## src/core/adc_status_consts.vh

```
// Register indices, bit positions and widths of the converter status block
`ifndef ADC_STATUS_CONSTS_VH
`define ADC_STATUS_CONSTS_VH

// Register indices; the byte address is four times the index
`define IDX_SEQUENCE_STATUS 6'h06
`define IDX_RESERVED_TEST_ZERO 6'h08
`define IDX_SPECIAL_CHANNEL_TEST 6'h09
`define IDX_UPPER_COMPLETE 6'h0A
`define IDX_LOWER_COMPLETE 6'h0B
`define IDX_STATUS_CONFIG 6'h10

// Address width of the bus slave and the slice holding the index
`define ADDR_W 8
`define ADDR_IDX_HI 7
`define ADDR_IDX_LO 2

// Field positions in sequence_status
`define SEQ_DONE_BIT 7
`define TRIG_OVR_BIT 5
`define RES_OVR_BIT 4
`define CNT_HI 3
`define CNT_LO 0

// Field positions in special_channel_test and status_config
`define SPECIAL_EN_BIT 0
`define CFG_FAST_CLEAR_BIT 0
`define CFG_FIFO_BIT 1
`define CFG_LEVEL_SEL_BIT 2

// Reset values
`define RST_BYTE 8'h00
`define RST_CFG 3'h0
`define RST_CNT 4'h0

// Special channel codes on the low three select bits
`define SPC_HIGH_REF 3'h4
`define SPC_LOW_REF 3'h5
`define SPC_MID_REF 3'h6

// Special selection encoding driven out
`define SEL_NONE 2'h0
`define SEL_HIGH 2'h1
`define SEL_LOW 2'h2
`define SEL_MID 2'h3

`endif

```

## src/core/complete_flag_cell.v

```verilog
// One conversion complete flag with its read-armed clear path
`timescale 1ns/1ps
`include "adc_status_consts.vh"

module complete_flag_cell (
	clk,
	reset,
	setFlag,
	startClear,
	statusRead,
	resultRead,
	fastFlagClear,
	flag
);
	input wire clk;
	input wire reset;
	input wire setFlag; // Conversion for this slot finished
	input wire startClear; // Control register 5 written
	input wire statusRead; // Status register holding this flag read
	input wire resultRead; // Result register of this slot read
	input wire fastFlagClear; // Clear on result read alone
	output wire flag;

	reg flag_r;
	reg armed_r; // Status read seen, waiting for the result read
	reg flag_nxt;
	reg armed_nxt;
	wire readClear;

	// Read-based clear, with or without the status read first
	assign readClear = resultRead & (fastFlagClear | armed_r);
	assign flag = flag_r;

	// Next state: start clear beats set, set beats read clears
	always @* begin
		flag_nxt = flag_r;
		armed_nxt = armed_r;
		// read clear paths
		if (readClear) begin
			flag_nxt = 1'b0;
			armed_nxt = 1'b0;
		end
		// Arming only matters once the flag is up
		if (statusRead && flag_r) begin
			armed_nxt = 1'b1;
		end
		// set beats read
		if (setFlag) begin
			flag_nxt = 1'b1;
		end
		// start clear wins
		if (startClear) begin
			flag_nxt = 1'b0;
			armed_nxt = 1'b0;
		end
	end

	// State flops
	always @(posedge clk or posedge reset) begin
		if (reset) begin
			flag_r <= 1'b0;
			armed_r <= 1'b0;
		end else begin
			flag_r <= flag_nxt;
			armed_r <= armed_nxt;
		end
	end
endmodule // complete_flag_cell

```

## src/core/adc_sequence_status.v

```verilog
// Status flags, conversion counter and test registers of the converter sequencer
// Functional notes
// Sequence done flag sets per finished sequence
// Clear by write one, start, fast read
// Edge trigger during sequence sets overrun
// Trigger overrun cleared by write, abort, start
// Result written over set flag: overrun
// Result overrun cleared by write, new sequence
// Four-bit counter readable in status bits 3:0
// Counter zeroed at sequence ends unless FIFO
// Counter wraps from maximum to zero
// Control writes clear counter even in FIFO
// Software writes never change counter
// Test zero unpredictable, writable in special
// Special bit reinterprets channel select bits
// Codes 4,5,6 pick high, low, midpoint
// Test one bits 7:6 unpredictable, writable
// Upper flags set by conversions nine onward
// Flag clear: start, status+result, fast result
// Start clear beats set; set beats reads
// Upper flags readable always, writes ignored
// Lower flags set by first eight conversions
// Status bit 6 reads zero
//
// The APB interface to the registers was decided locally.
`timescale 1ns/1ps
`include "adc_status_consts.vh"

module adc_sequence_status #(
	parameter NUM_SLOTS = 16, // Result slots, one per counter value
	parameter CNT_W = 4 // Conversion counter width
) (
	clk,
	reset,
	paddr,
	psel,
	penable,
	pwrite,
	pwdata,
	prdata,
	pready,
	pslverr,
	specialMode,
	startWrite,
	abortWrite,
	triggerEdge,
	triggerStart,
	conversionDone,
	sequenceEnd,
	resultRead,
	resultReadIndex,
	channelSelect,
	completeFlags,
	conversionCounter,
	sequenceActive,
	specialChannelEnable,
	specialSelect,
	specialReserved
);
	input wire clk;
	input wire reset;
	input wire [`ADDR_W-1:0] paddr;
	input wire psel;
	input wire penable;
	input wire pwrite;
	input wire [31:0] pwdata;
	output wire [31:0] prdata;
	output wire pready;
	output wire pslverr;
	input wire specialMode; // Chip in special (test) mode
	input wire startWrite; // Pulse: control register 5 written
	input wire abortWrite; // Pulse: control registers 0..4 written
	input wire triggerEdge; // Pulse: active external trigger edge
	input wire triggerStart; // Pulse: sequence started by trigger
	input wire conversionDone; // Pulse: result stored at counter slot
	input wire sequenceEnd; // Pulse: last conversion of sequence done
	input wire resultRead; // Pulse: a result register was read
	input wire [CNT_W-1:0] resultReadIndex; // Which result was read
	input wire [3:0] channelSelect; // Select bits of control register 5
	output wire [NUM_SLOTS-1:0] completeFlags;
	output wire [CNT_W-1:0] conversionCounter;
	output wire sequenceActive;
	output wire specialChannelEnable;
	output wire [1:0] specialSelect; // Special source, none when off
	output wire specialReserved; // Special channels on with a reserved code

	// Bus state
	reg [31:0] prdata_r; // Read data captured in the setup cycle
	wire [5:0] regIndex; // Word index of the access
	wire setupRead; // Setup phase of a read
	wire accessDone; // Access phase, completes this edge
	wire wrAccess; // Completing write
	wire rdAccess; // Completing read
	wire mapped; // Address hits a register

	// Sequence state and flags
	reg sequenceDoneFlag_r;
	reg triggerOverrunFlag_r;
	reg resultOverrunFlag_r;
	reg sequenceActive_r;
	reg [CNT_W-1:0] conversionCounter_r;
	reg [CNT_W-1:0] conversionCounter_nxt;
	reg sequenceDoneFlag_nxt;
	reg triggerOverrunFlag_nxt;
	reg resultOverrunFlag_nxt;
	reg sequenceActive_nxt;

	// Software-owned registers
	reg [7:0] testZero_r; // Reserved test zero contents
	reg [7:0] specialTest_r; // Special channel test contents
	reg [2:0] statusConfig_r; // Fast clear, FIFO mode, level select

	// Per-slot strobes into the flag cells
	wire [NUM_SLOTS-1:0] slotSet;
	wire [NUM_SLOTS-1:0] slotResultRead;
	wire [NUM_SLOTS-1:0] slotStatusRead;
	wire lowerRead;
	wire upperRead;
	wire fastFlagClear;
	wire fifoMode;
	wire triggerLevelSelect;
	wire anyStart; // New sequence by write or trigger
	wire currentFlagSet; // Flag of the slot being written already up
	wire [2:0] specialCode; // Reserved mark over the two-bit source code

	// Index equality, used for address decoding
	function hit;
		input [5:0] a;
		input [5:0] b;
		begin
			hit = (a == b);
		end
	endfunction

	// Special channel decode of the select bits
	function [2:0] specialDecode;
		input [3:0] sel;
		begin
			if (sel[3]) begin
				specialDecode = {1'b1, `SEL_NONE};
			end else begin
				case (sel[2:0])
					`SPC_HIGH_REF: specialDecode = {1'b0, `SEL_HIGH};
					`SPC_LOW_REF: specialDecode = {1'b0, `SEL_LOW};
					`SPC_MID_REF: specialDecode = {1'b0, `SEL_MID};
					default: specialDecode = {1'b1, `SEL_NONE};
				endcase
			end
		end
	endfunction

	// Address and phase decode
	assign regIndex = paddr[`ADDR_IDX_HI:`ADDR_IDX_LO];
	assign setupRead = psel & ~penable & ~pwrite;
	assign accessDone = psel & penable;
	assign wrAccess = accessDone & pwrite;
	assign rdAccess = accessDone & ~pwrite;
	assign mapped = hit(regIndex, `IDX_SEQUENCE_STATUS) |
		hit(regIndex, `IDX_RESERVED_TEST_ZERO) |
		hit(regIndex, `IDX_SPECIAL_CHANNEL_TEST) |
		hit(regIndex, `IDX_UPPER_COMPLETE) |
		hit(regIndex, `IDX_LOWER_COMPLETE) |
		hit(regIndex, `IDX_STATUS_CONFIG);

	// Zero wait states; read data is already in flops by the access phase
	assign pready = psel & penable;
	assign pslverr = accessDone & ~mapped;
	assign prdata = prdata_r;

	assign fastFlagClear = statusConfig_r[`CFG_FAST_CLEAR_BIT];
	assign fifoMode = statusConfig_r[`CFG_FIFO_BIT];
	assign triggerLevelSelect = statusConfig_r[`CFG_LEVEL_SEL_BIT];
	assign anyStart = startWrite | triggerStart;

	// Status reads arm the read-then-result clear of their flag half
	// Arming is taken at the access edge, one cycle after the data were captured
	assign lowerRead = rdAccess & hit(regIndex, `IDX_LOWER_COMPLETE);
	assign upperRead = rdAccess & hit(regIndex, `IDX_UPPER_COMPLETE);

	// One flag cell per result slot
	genvar gi;
	generate
		for (gi = 0; gi < NUM_SLOTS; gi = gi + 1) begin : gSlot
			// Counter value that addresses this slot
			localparam [CNT_W-1:0] SLOT = gi;
			// slot set decode
			assign slotSet[gi] = conversionDone & (conversionCounter_r == SLOT);
			// result read routed to its slot
			assign slotResultRead[gi] = resultRead & (resultReadIndex == SLOT);
			// Lower half answers to one status register, upper half to the other
			assign slotStatusRead[gi] = (gi < NUM_SLOTS / 2) ? lowerRead : upperRead;
			complete_flag_cell uCell (
				.clk(clk),
				.reset(reset),
				.setFlag(slotSet[gi]),
				.startClear(startWrite),
				.statusRead(slotStatusRead[gi]),
				.resultRead(slotResultRead[gi]),
				.fastFlagClear(fastFlagClear),
				.flag(completeFlags[gi])
			);
		end
	endgenerate

	// a slot written while its flag is still up
	assign currentFlagSet = |(completeFlags & slotSet);

	// Next state of the sequence flags and counter
	always @* begin
		sequenceDoneFlag_nxt = sequenceDoneFlag_r;
		triggerOverrunFlag_nxt = triggerOverrunFlag_r;
		resultOverrunFlag_nxt = resultOverrunFlag_r;
		sequenceActive_nxt = sequenceActive_r;
		conversionCounter_nxt = conversionCounter_r;

		// Running state: a start opens, an end or abort closes
		if (sequenceEnd || abortWrite) begin
			sequenceActive_nxt = 1'b0;
		end
		if (anyStart) begin
			sequenceActive_nxt = 1'b1;
		end

		// done flag clears
		if (wrAccess && hit(regIndex, `IDX_SEQUENCE_STATUS) && pwdata[`SEQ_DONE_BIT]) begin
			sequenceDoneFlag_nxt = 1'b0;
		end
		if (startWrite || (fastFlagClear && resultRead)) begin
			sequenceDoneFlag_nxt = 1'b0;
		end
		// set per sequence, set wins
		if (sequenceEnd) begin
			sequenceDoneFlag_nxt = 1'b1;
		end

		// trigger overrun clears
		if (wrAccess && hit(regIndex, `IDX_SEQUENCE_STATUS) && pwdata[`TRIG_OVR_BIT]) begin
			triggerOverrunFlag_nxt = 1'b0;
		end
		if (abortWrite || startWrite) begin
			triggerOverrunFlag_nxt = 1'b0;
		end
		// edge during sequence
		if (triggerEdge && !triggerLevelSelect && sequenceActive_r) begin
			triggerOverrunFlag_nxt = 1'b1;
		end

		// result overrun clears
		if (wrAccess && hit(regIndex, `IDX_SEQUENCE_STATUS) && pwdata[`RES_OVR_BIT]) begin
			resultOverrunFlag_nxt = 1'b0;
		end
		if (anyStart) begin
			resultOverrunFlag_nxt = 1'b0;
		end
		// overwrite of set slot
		if (currentFlagSet) begin
			resultOverrunFlag_nxt = 1'b1;
		end

		// free wrap increment
		if (conversionDone) begin
			conversionCounter_nxt = conversionCounter_r + {{(CNT_W-1){1'b0}}, 1'b1};
		end
		// non-FIFO start and end
		if ((triggerStart || sequenceEnd) && !fifoMode) begin
			conversionCounter_nxt = `RST_CNT;
		end
		// control write clears
		if (startWrite || abortWrite) begin
			conversionCounter_nxt = `RST_CNT;
		end
	end

	// Sequence flag and counter flops
	always @(posedge clk or posedge reset) begin
		if (reset) begin
			sequenceDoneFlag_r <= 1'b0;
			triggerOverrunFlag_r <= 1'b0;
			resultOverrunFlag_r <= 1'b0;
			sequenceActive_r <= 1'b0;
			conversionCounter_r <= `RST_CNT;
		end else begin
			sequenceDoneFlag_r <= sequenceDoneFlag_nxt;
			triggerOverrunFlag_r <= triggerOverrunFlag_nxt;
			resultOverrunFlag_r <= resultOverrunFlag_nxt;
			sequenceActive_r <= sequenceActive_nxt;
			conversionCounter_r <= conversionCounter_nxt;
		end
	end

	// Software-writable registers; counter bits are never written here
	always @(posedge clk or posedge reset) begin
		if (reset) begin
			testZero_r <= `RST_BYTE;
			specialTest_r <= `RST_BYTE;
			statusConfig_r <= `RST_CFG;
		end else if (wrAccess) begin
			// special mode only
			if (hit(regIndex, `IDX_RESERVED_TEST_ZERO) && specialMode) begin
				testZero_r <= pwdata[7:0];
			end
			// writable any time
			if (hit(regIndex, `IDX_SPECIAL_CHANNEL_TEST)) begin
				specialTest_r <= pwdata[7:0];
			end
			if (hit(regIndex, `IDX_STATUS_CONFIG)) begin
				statusConfig_r <= pwdata[2:0];
			end
		end
	end

	// Read mux, captured in the setup cycle so prdata comes from flops
	always @(posedge clk or posedge reset) begin
		if (reset) begin
			prdata_r <= 32'h00000000;
		end else if (setupRead) begin
			prdata_r <= 32'h00000000;
			case (regIndex)
				// status layout
				`IDX_SEQUENCE_STATUS: prdata_r[7:0] <= {sequenceDoneFlag_r, 1'b0,
					triggerOverrunFlag_r, resultOverrunFlag_r, conversionCounter_r};
				// contents carry no meaning
				`IDX_RESERVED_TEST_ZERO: prdata_r[7:0] <= testZero_r;
				// upper bits unspecified
				`IDX_SPECIAL_CHANNEL_TEST: prdata_r[7:0] <= specialTest_r;
				// read any time
				`IDX_UPPER_COMPLETE: prdata_r[7:0] <= completeFlags[15:8];
				`IDX_LOWER_COMPLETE: prdata_r[7:0] <= completeFlags[7:0];
				`IDX_STATUS_CONFIG: prdata_r[2:0] <= statusConfig_r;
				// Unmapped reads return zero with an error
				default: prdata_r <= 32'h00000000;
			endcase
		end
	end

	// special bit drives decode
	assign specialChannelEnable = specialTest_r[`SPECIAL_EN_BIT];
	// Decode once: bit 2 marks a reserved code, bits 1:0 name the source
	assign specialCode = specialDecode(channelSelect);
	// reference selection
	assign specialSelect = specialChannelEnable ? specialCode[1:0] : `SEL_NONE;
	// reserved codes flagged only while special channels are on
	assign specialReserved = specialChannelEnable & specialCode[2];
	assign conversionCounter = conversionCounter_r;
	assign sequenceActive = sequenceActive_r;
endmodule // adc_sequence_status

```

## config.mk

```make
export PLATFORM = sky130hd
export DESIGN_NAME = adc_sequence_status
export DESIGN_NICKNAME = d
export VERILOG_FILES = /design/src/core/complete_flag_cell.v /design/src/core/adc_sequence_status.v
export VERILOG_INCLUDE_DIRS = /design/src /design/src/core
export SDC_FILE = /design/constraint.sdc
export NUM_CORES = 1
export LEC_CHECK = 0
export CORE_UTILIZATION = 25
export DETAILED_ROUTE_END_ITERATION = 8
export DONT_BUFFER_PORTS = 1
export PLACE_DENSITY_LB_ADDON = 0.2
export SETUP_SLACK_MARGIN = 0.4
export SLEW_MARGIN = 20
export SYNTH_ARGS = -nofsm -noshare
export SYNTH_HDL_FRONTEND = slang
export SYNTH_HIERARCHICAL = 1
export SYNTH_SLANG_ARGS = --single-unit
export TNS_END_PERCENT = 20
```

## constraint.sdc

```tcl
create_clock -name clk -period 1.5 [get_ports clk]
set_input_delay 0.375 -clock clk [delete_from_list [all_inputs] [get_ports clk]]
set_output_delay 0.375 -clock clk [all_outputs]
set_load 0.02 [all_outputs]
```

# Word level (Yosys, flattened, before mapping)

Index checks and enable logic that the tools add are counted.

Bits in registers: 67
Bits in latches: 0
Memory bits (writable): 0
Bits in read-only memories: 0
Input port bits: 61
Memories: 0

Add/sub/neg operators: 1
Multiply operators: 0
Div/mod/pow operators: 0
Order comparisons: 0
Eq/ne operators: 39
Shift-type cells: 0
Mux-type cells: 99
Bitwise logic cells: 83
Reductions and logical operators: 74

Operators with widths:

| cell                  | count |
|---|---|
| $reduce_bool A3 Y1    | 36 |
| $mux W1               | 91 |
| $eq A4 B4 Y1 const B  | 16 |
| $and A1 B1 Y1         | 57 |
| $eq A4 B3 Y1 const B  | 8 |
| $logic_and A1 B1 Y1   | 25 |
| $pmux W5 S5           | 1 |
| $eq A6 B4 Y1 const B  | 4 |
| $or A1 B1 Y1          | 22 |
| $pmux W3 S6           | 1 |
| $and A16 B16 Y16      | 1 |
| $eq A4 B2 Y1 const B  | 4 |
| $reduce_or A16 Y1     | 1 |
| $mux W4               | 3 |
| $eq A3 B3 Y1 const B  | 3 |
| $pmux W3 S3           | 1 |
| $eq A4 B1 Y1 const B  | 2 |
| $logic_not A4 Y1      | 2 |
| $eq A6 B3 Y1 const B  | 1 |
| $eq A6 B5 Y1 const B  | 1 |
| $reduce_and A2 Y1     | 3 |
| $add A4 B1 Y4 const B | 1 |
| $logic_or A1 B1 Y1    | 4 |
| $mux W3               | 1 |
| 4 further kinds       | 7 |

# Logic depth before layout (Yosys ltp)

Gate-level depths: netlist of the first run.

Depth in word-level cells: 8
Mapped depth: 6

# Cells and area by module

Netlist of the first run, hierarchy kept.

By module, submodules not included:

| module              | instances | cells each | area an instance (sq um) | seq. area each (sq um) |
|---|---|---|---|---|
| adc_sequence_status | 1         | 256        | 2,418.6                  | 875.8 |
| complete_flag_cell  | 16        | 10         | 92.6                     | 50.0 |

# Least setup slack after synthesis of the first run

Ideal clock, no wire load.

Kind: input to register
Start point: input paddr[4]
End point: register gSlot[10].uCell.armed_r
Arrival time: 1.911 ns
Data required time: 1.423 ns
Setup slack: -0.489 ns
Stages: 6
Buffers on the path: 1
Cells stage by stage: nor4b_1 buf_2 nand2_1 nor4_1 nand2_1 a21oi_1

Longest elaborated chain between the ends: 5
Elaborated cells on any way between the ends: 6
Classes of those cells: 1 x eq/ne; 2 x mux; 1 x bitwise; 2 x reduce/logical

RTL lines:

| element                 | line                      | text |
|---|---|---|
| start, declared         | adc_sequence_status.v:62  | `` input wire [`ADDR_W-1:0] paddr; `` |
| $eq A6 B4 Y1 (*)        | adc_sequence_status.v:131 | `hit = (a == b);` |
| $and A1 B1 Y1 (*)       | adc_sequence_status.v:178 | `` assign upperRead = rdAccess & hit(regIndex, `IDX_UPPER_COMPLETE); `` |
| via upperRead           | adc_sequence_status.v:118 | `wire upperRead;` |
| $logic_and A1 B1 Y1 (*) | complete_flag_cell.v:44   | `if (statusRead && flag_r) begin` |
| $mux W1                 | complete_flag_cell.v:44   |  |
| $mux W1                 | complete_flag_cell.v:52   | `if (startClear) begin` |
| end signal, assigned    | complete_flag_cell.v:65   | `armed_r <= armed_nxt;` |
| end, declared           | complete_flag_cell.v:25   | `reg armed_r;` |

The timed path passes the listed nets; every way through them passes the cells marked *.
A chain may end at the register's enable or synchronous reset.

# Final worst setup path of the first run

Start point: register gSlot[0].uCell.flag_r
End point: register prdata_r[0] (netlist: prdata[0])

Longest elaborated chain between the ends: 1

RTL lines:

| element                | line                      | text |
|---|---|---|
| start, declared        | complete_flag_cell.v:24   | `reg flag_r;` |
| start signal, assigned | complete_flag_cell.v:64   | `flag_r <= flag_nxt;` |
| $pmux W3 S6            | adc_sequence_status.v:318 | `case (regIndex)` |
| end signal, assigned   | adc_sequence_status.v:320 | `` `IDX_SEQUENCE_STATUS: prdata_r[7:0] <= {sequenceDoneFlag_r, 1'b0, `` |
| end signal, assigned   | adc_sequence_status.v:323 | `` `IDX_RESERVED_TEST_ZERO: prdata_r[7:0] <= testZero_r; `` |
| end signal, assigned   | adc_sequence_status.v:325 | `` `IDX_SPECIAL_CHANNEL_TEST: prdata_r[7:0] <= specialTest_r; `` |
| end, declared          | adc_sequence_status.v:88  | `reg [31:0] prdata_r;` |

No other way between the ends.

==> results of run 1 <==
## cell families after synthesis
group,count (synthesis),synth area share (%)
simple gates,172,23.3
xor+xnor,4,0.898
compound gates,64,11.7
fa+ha+maj,4,1.28
mux,31,10.1
other cells,1,0.0962
flops,67,43.0
buf+inv,73,9.59
## flip-flops by register name, summed over array words and instances (netlist names)
name	flops
conversionCounter	4
gSlot.uCell/armed_r	16
gSlot.uCell/flag	16
prdata	8
resultOverrunFlag_r	1
sequenceActive	1
sequenceDoneFlag_r	1
specialTest_r	8
statusConfig_r	3
testZero_r	8
triggerOverrunFlag_r	1
## worst register-to-register path: stages, from the launching register on
cell and delay (ns):
dfrtp_1 0.44, mux4_2 0.50, a222oi_1 0.53, a21oi_1 0.12
## layout make-up
| class | count | area (sq um) |
|---|---|---|
| multi-input cells | 299 | 2640 |
| well taps | 188 | 235 |
| repair buffers | 81 | 821 |
| inverters | 38 | 150 |
| clock buffers | 11 | 243 |
| fillers | 1515 | 9380 |
| clock inverters | 4 | 51.3 |
| flip-flops and latches | 67 | 1690 |
## synth_stat cells (all sizes together), types with 5 or more instances
cell,number
nand2,35
inv,38
dfrtp,67
or2,16
nor3b,8
nand3,7
nor2,56
mux2,19
a311oi,16
mux2i,8
nor3,5
buf,32
nand2b,5
a21oi,23
or2b,16
## cell usage in the layout, fill, tap and decap left out, drive strengths merged, types with 2 or more instances in the layout
master   instances
and3             3
conb            24
nor3b            8
xnor2            2
and3b            2
nand2b           5
nand3            7
clkinv           2
nor4             3
o2bb2ai          4
xor2             2
a31oi            2
a31o             2
a22oi            3
nand3b           4
or2b            16
a311oi          16
nor2b            3
clkbuf          11
dfrtp           67
mux4             4
mux2            19
nor3             5
a222oi           4
nor2            56
a21oi           23
buf             80
inv             38
o21ai            4
mux2i            8
and2             2
ha               4
a221oi           2
or2             16
nand2           35
## metal layers
layer	track usage, %	vias to the layer above	routed length (microns)
li1	-	1549	-
met1	22.3	1725	5910
met2	27.4	93	6370
met3	4.34	10	739
met4	3.64	0	134
met5	0	-	0
## worst min-delay path by stage
stage,slack (ns),from,cells after the start,to
6_report,0.09,startWrite,1,gSlot[0].uCell/armed_r
5_1_grt,0.08,startWrite,1,gSlot[9].uCell/armed_r
4_1_cts,0.08,startWrite,1,gSlot[9].uCell/armed_r
3_5_place_dp,0.12,reset,1,gSlot[12].uCell/flag
3_3_place_gp,0.12,reset,1,gSlot[0].uCell/armed_r
2_1_floorplan,0.12,reset,1,gSlot[0].uCell/armed_r
## power by group through the flow
stage | logic (W) | clock network (W) | registers (W)
3_3_place_gp | 0.000334 | 0 | 0.00198
3_5_place_dp | 0.000338 | 0 | 0.00199
2_1_floorplan | 0.000304 | 0 | 0.00198
5_1_grt | 0.000438 | 0.00226 | 0.00196
4_1_cts | 0.000383 | 0.00219 | 0.00195
6_report | 0.000398 | 0.00214 | 0.00195
## timing repair
item,CTS,global route
hold buffers,1,0
hold endpoints to repair,49,0
gates resized for setup,160,65
pin swaps,72,63
setup endpoints to repair,101,132
setup buffers,8,8
## metrics by stage
stage               instances  util [%]
floorplan                 439         -
global placement          656      30.1
global route              688      38.3
finish                    688      38.3
CTS                       680      36.4
detailed placement        656      30.1
==> flow_summary.json, run 1 <==
{
  "status": "finished with violations",
  "cp.arrival_ns": 1.91,
  "dr.pass1.iters": 4,
  "synth.top_cell.area_share_pct": 43.0,
  "synthFlopType": "dfrtp_1",
  "area_growth_pct": 49.4,
  "dpl_cell_area_sq_mm": 0.00458,
  "leakagePower_nw": 2.69,
  "whs_ns": 0.0926,
  "tritoncts": "done",
  "irDropWorstVdd_v": 0.000531,
  "ys_ff_latch": 67,
  "worstSetupEndpoint": "prdata[0]",
  "cts_max_path_buffers": 2,
  "dp_hpwl_microns": 9560,
  "ant_nets": 0,
  "timing.rr.end": "prdata[0]",
  "cts-root-buf": "clkbuf_16",
  "io_buffers": 0,
  "ctsHtreeMaxLevel": 3,
  "drc": 0,
  "gr-total-overflow": 0,
  "fin_skew_ns": 0.00641,
  "power_density_mw_per_mm2": 771,
  "drt-total-wl_microns": 13100,
  "cp_max_fo": 2,
  "drive_above_1_share_pct": 50.2,
  "yosysSeqAreaShare_pct": 43.0,
  "crit_start": "gSlot[0].uCell/flag",
  "total_power_w": 0.00449,
  "max_freq_ghz": 0.581,
  "rr_startpoint": "gSlot[0].uCell/flag",
  "synth_edf_count": 0,
  "grt_pass1_wl_microns": 20200,
  "crit_path_max_incr_delay_ns": 0.53,
  "clkSlewWorstSetupHoldPaths_ns": 0.06,
  "drv_slew": 0,
  "die_area_sq_mm": 0.0161,
  "worst_pin_slew_ns": 0.825,
  "nets": 561,
  "die_w_microns": 127,
  "cp_cell_sequence": "mux4_2, a222oi_1, a21oi_1",
  "ys.warnings.count": 6,
  "cpMaxStageDelayCell": "a222oi_1",
  "ys_types": 50,
  "antenna_found_initial": 0,
  "cts_made_buffers": 9,
  "place_ws_ns": -0.275,
  "cp_num_buf_inv": 0,
  "vias_per_cell": 4.91,
  "cp_num_cells": 3,
  "criticalPathCategory": "flop to flop",
  "n_antenna_cell": 0,
  "crit_family": "compound AO/OA/AOI/OAI gates",
  "drtIter0Drc": 154,
  "setup_tns_ns": -0.685,
  "finalHoldViolations": 0,
  "min_path_type": "input pin to flop",
  "grt_max_degree": 36,
  "start_kind": "flop",
  "place_congestion": 0.772,
  "routedWlPerCell_microns": 19.1,
  "clkPwrFrac_pct": 47.7,
  "grt_pass1_vias": 3518,
  "synthArstFlopShare_pct": 100,
  "power.share.switching_pct": 25.4,
  "cp-end-kind": "flop",
  "power_switching_w": 0.00114,
  "max_slew_margin_pct": 45.0,
  "final.period_utilization_pct": 115,
  "synthCells": 416,
  "reg2reg_depth": 3,
  "synthTopCellsByArea": "dfrtp_1 43%, nor2_1 5.4%, buf_4 4.8%, mux2_2 4.6%, inv_1 3.7%",
  "period_needed_ns": 1.72,
  "setup_viol": 9,
  "clk_latency_ns": 0.33,
  "power.share.sequential_pct": 43.5,
  "setup_ws_ns": -0.221,
  "reg2reg_slack_ns": -0.22,
  "critPathRequiredTime_ns": 1.69,
  "clock-sinks": 67,
  "start_util_pct": 25.7,
  "p_int_w": 0.00335,
  "synth_top_area_cell": "dfrtp_1",
  "die_h_microns": 127,
  "gr-usage-all-layers_pct": 16.8,
  "violations": "negative setup slack",
  "via_count": 3377,
  "rows": 45,
  "postLayoutCellArea_sq_mm": 0.00583,
  "maxCapViolCount": 0,
  "syn_area_sq_mm": 0.00390,
  "rsz0062_at_grt": "yes",
  "combPwrFrac_pct": 8.9,
  "coreArea_sq_mm": 0.0152,
  "io_pins": 120,
  "avgSynthCellArea_sq_um": 9.37
}
(Power assumes the default switching activity.)
==> inputs of run 2 (changes only) <==
CTS_CLUSTER_DIAMETER = 30   (was default)
clock period = 2 ns   (was 1.5 ns; I/O delays follow)
==> run 2 against run 1 <==
The flow now finishes without violations. Sequential share of layout area grew 6.2 points. Hold slack gained 0.061 ns. Count of clock-buffer cells in the layout shrank 1. Design area shrank 18%. Largest power group unchanged.
==> flow_summary.json, run 2 (synthesis gave the netlist of run 1 again) <==
{
  "coreArea_sq_mm": 0.0152,
  "final.period_utilization_pct": 89.3,
  "seqCellArea_sq_mm": 0.00168,
  "die_w_microns": 127,
  "n_antenna_cell": 0,
  "cp_max_fo": 16,
  "dp_hpwl_microns": 9280,
  "clkSlewWorstSetupHoldPaths_ns": 0.06,
  "gr-usage-met2_pct": 24.9,
  "max_slew_margin_pct": 47.5,
  "min_path_type": "input pin to asynchronous set/reset pin",
  "period_needed_ns": 1.79,
  "rsz0062_at_grt": "yes",
  "grtUsageMet3_pct": 4.93,
  "cts_made_buffers": 9,
  "via_count": 3129,
  "cp_num_buf_inv": 0,
  "tritoncts": "done",
  "drt-total-wl_microns": 12300,
  "rows": 45,
  "crit_family": "simple AND/OR/NAND/NOR gates",
  "critPathRequiredTime_ns": 1.50,
  "clock-sinks": 67,
  "grt_util_met1_pct": 20.6,
  "drc": 0,
  "area_growth_pct": 22.1,
  "grt_max_degree": 36,
  "cts-root-buf": "clkbuf_16",
  "worst_pin_slew_ns": 0.785,
  "criticalPathCategory": "input pin to output port",
  "place_ws_ns": 0.0755,
  "layout_common_cells": "67 x dfrtp_1, 54 x nor2_1, 38 x inv_1, 33 x buf_4, 32 x nand2_1",
  "drive_above_1_share_pct": 20.4,
  "multi_input_area_sq_mm": 0.00202,
  "fin_skew_ns": 0.00691,
  "setup_ws_ns": 0.214,
  "dr.pass1.iters": 8,
  "leakagePower_nw": 2.10,
  "cp-end-kind": "output port",
  "fill_cells": 1566,
  "antenna_found_initial": 0,
  "grt_pass1_vias": 3130,
  "finalHoldViolations": 0,
  "dpl_cell_area_sq_mm": 0.00432,
  "setup_viol": 0,
  "cp.arrival_ns": 1.29,
  "vias_per_cell": 4.85,
  "cpMaxStageDelayCell": "or4b_4",
  "gr-usage-all-layers_pct": 15.8,
  "place_congestion": 0.786,
  "maxCapViolCount": 0,
  "routedWlPerCell_microns": 19.0,
  "die_h_microns": 127,
  "io_pins": 120,
  "cp_cell_sequence": "or4b_4, nor3_4, nor4_2",
  "status": "finished, final reports clean",
  "utilization_pct": 31.3,
  "start_util_pct": 25.7,
  "nets": 517,
  "irDropWorstVdd_v": 0.000372,
  "start_kind": "input pin",
  "grt_pass1_wl_microns": 18700,
  "ant_nets": 0,
  "crit_path_max_incr_delay_ns": 0.53,
  "drv_slew": 0,
  "die_area_sq_mm": 0.0161,
  "ctsHtreeMaxLevel": 3,
  "power_density_mw_per_mm2": 780,
  "gr-total-overflow": 0,
  "drtIter0Drc": 195,
  "postLayoutCellArea_sq_mm": 0.00476,
  "layout_commonest_cell": "dfrtp_1",
  "cts_max_path_buffers": 2,
  "setup_tns_ns": 0,
  "grt_busiest_layer": "met2",
  "io_buffers": 0,
  "max_freq_ghz": 0.560,
  "clk_latency_ns": 0.33
}
==> run 2: changes by cell type in the layout (fill, tap and decap cells not counted), sizes merged <==
cell / change
buf: -44
bufinv: +3
clkbuf: -1
clkinv: -1
dlygate4sd3: +1
dlymetal6s4s: -1
==> run 2: power breakdown <==
group / switching [W] / total, W / leakage (nW) / internal (W)
clock network: 0.000618 / 0.00200 / 0.179 / 0.00138
logic: 0.000157 / 0.000248 / 1.01 / 0.0000912
registers: 0.0000666 / 0.00147 / 0.907 / 0.00140
total: 0.000842 / 0.00371 / 2.10 / 0.00287
==> run 2: timing repair <==
item / in CTS / in global routing
pin swaps: 1 / 2
cloned: 0 / 0
resized for setup: 0 / 11
endpoints found under the hold margin: 32 / 0
endpoints found under the setup margin: 8 / 28
hold buffers: 1 / 0
setup buffers: 1 / 1
==> run 2: final cells by class <==
cell class | instances | share of cell area (%)
well taps | 188 | 4.94
flip-flops and latches | 67 | 35.2
clock buffers | 10 | 5.02
multi-input cells | 299 | 42.5
clock inverters | 6 | 2.86
repair buffers | 37 | 6.49
inverters | 38 | 2.99
==> run 2: per-layer routing <==
metal,share of wire (%),wire length [microns],up-vias
met5,0,0,-
met4,1.6,202,0
met3,7.1,866,13
met2,46,5650,119
met1,45,5550,1542
li1,-,-,1455
==> run 2: final timing paths <==
check	startpoint	endpoint	slack, ns	depth (start not counted)
max	paddr[2]	pslverr	0.21	3
min	reset	prdata[3]	0.15	2
max reg2reg	conversionCounter[0]	resultOverrunFlag_r	0.27	5
min reg2reg	testZero_r[3]	testZero_r[3]	0.51	1
max in group asynchronous	reset	gSlot[2].uCell/flag	0.98	2
min in group clk	startWrite	gSlot[13].uCell/armed_r	0.23	1
==> run 2: metrics by stage <==
step / cells / total power (W) / hold slack [ns]
2_1_floorplan: 439 / 0.00171 / 0.241
3_3_place_gp: 626 / 0.00172 / 0.247
3_5_place_dp: 626 / 0.00173 / 0.250
4_1_cts: 644 / 0.00376 / 0.169
5_1_grt: 645 / 0.00386 / 0.196
6_report: 645 / 0.00371 / 0.153
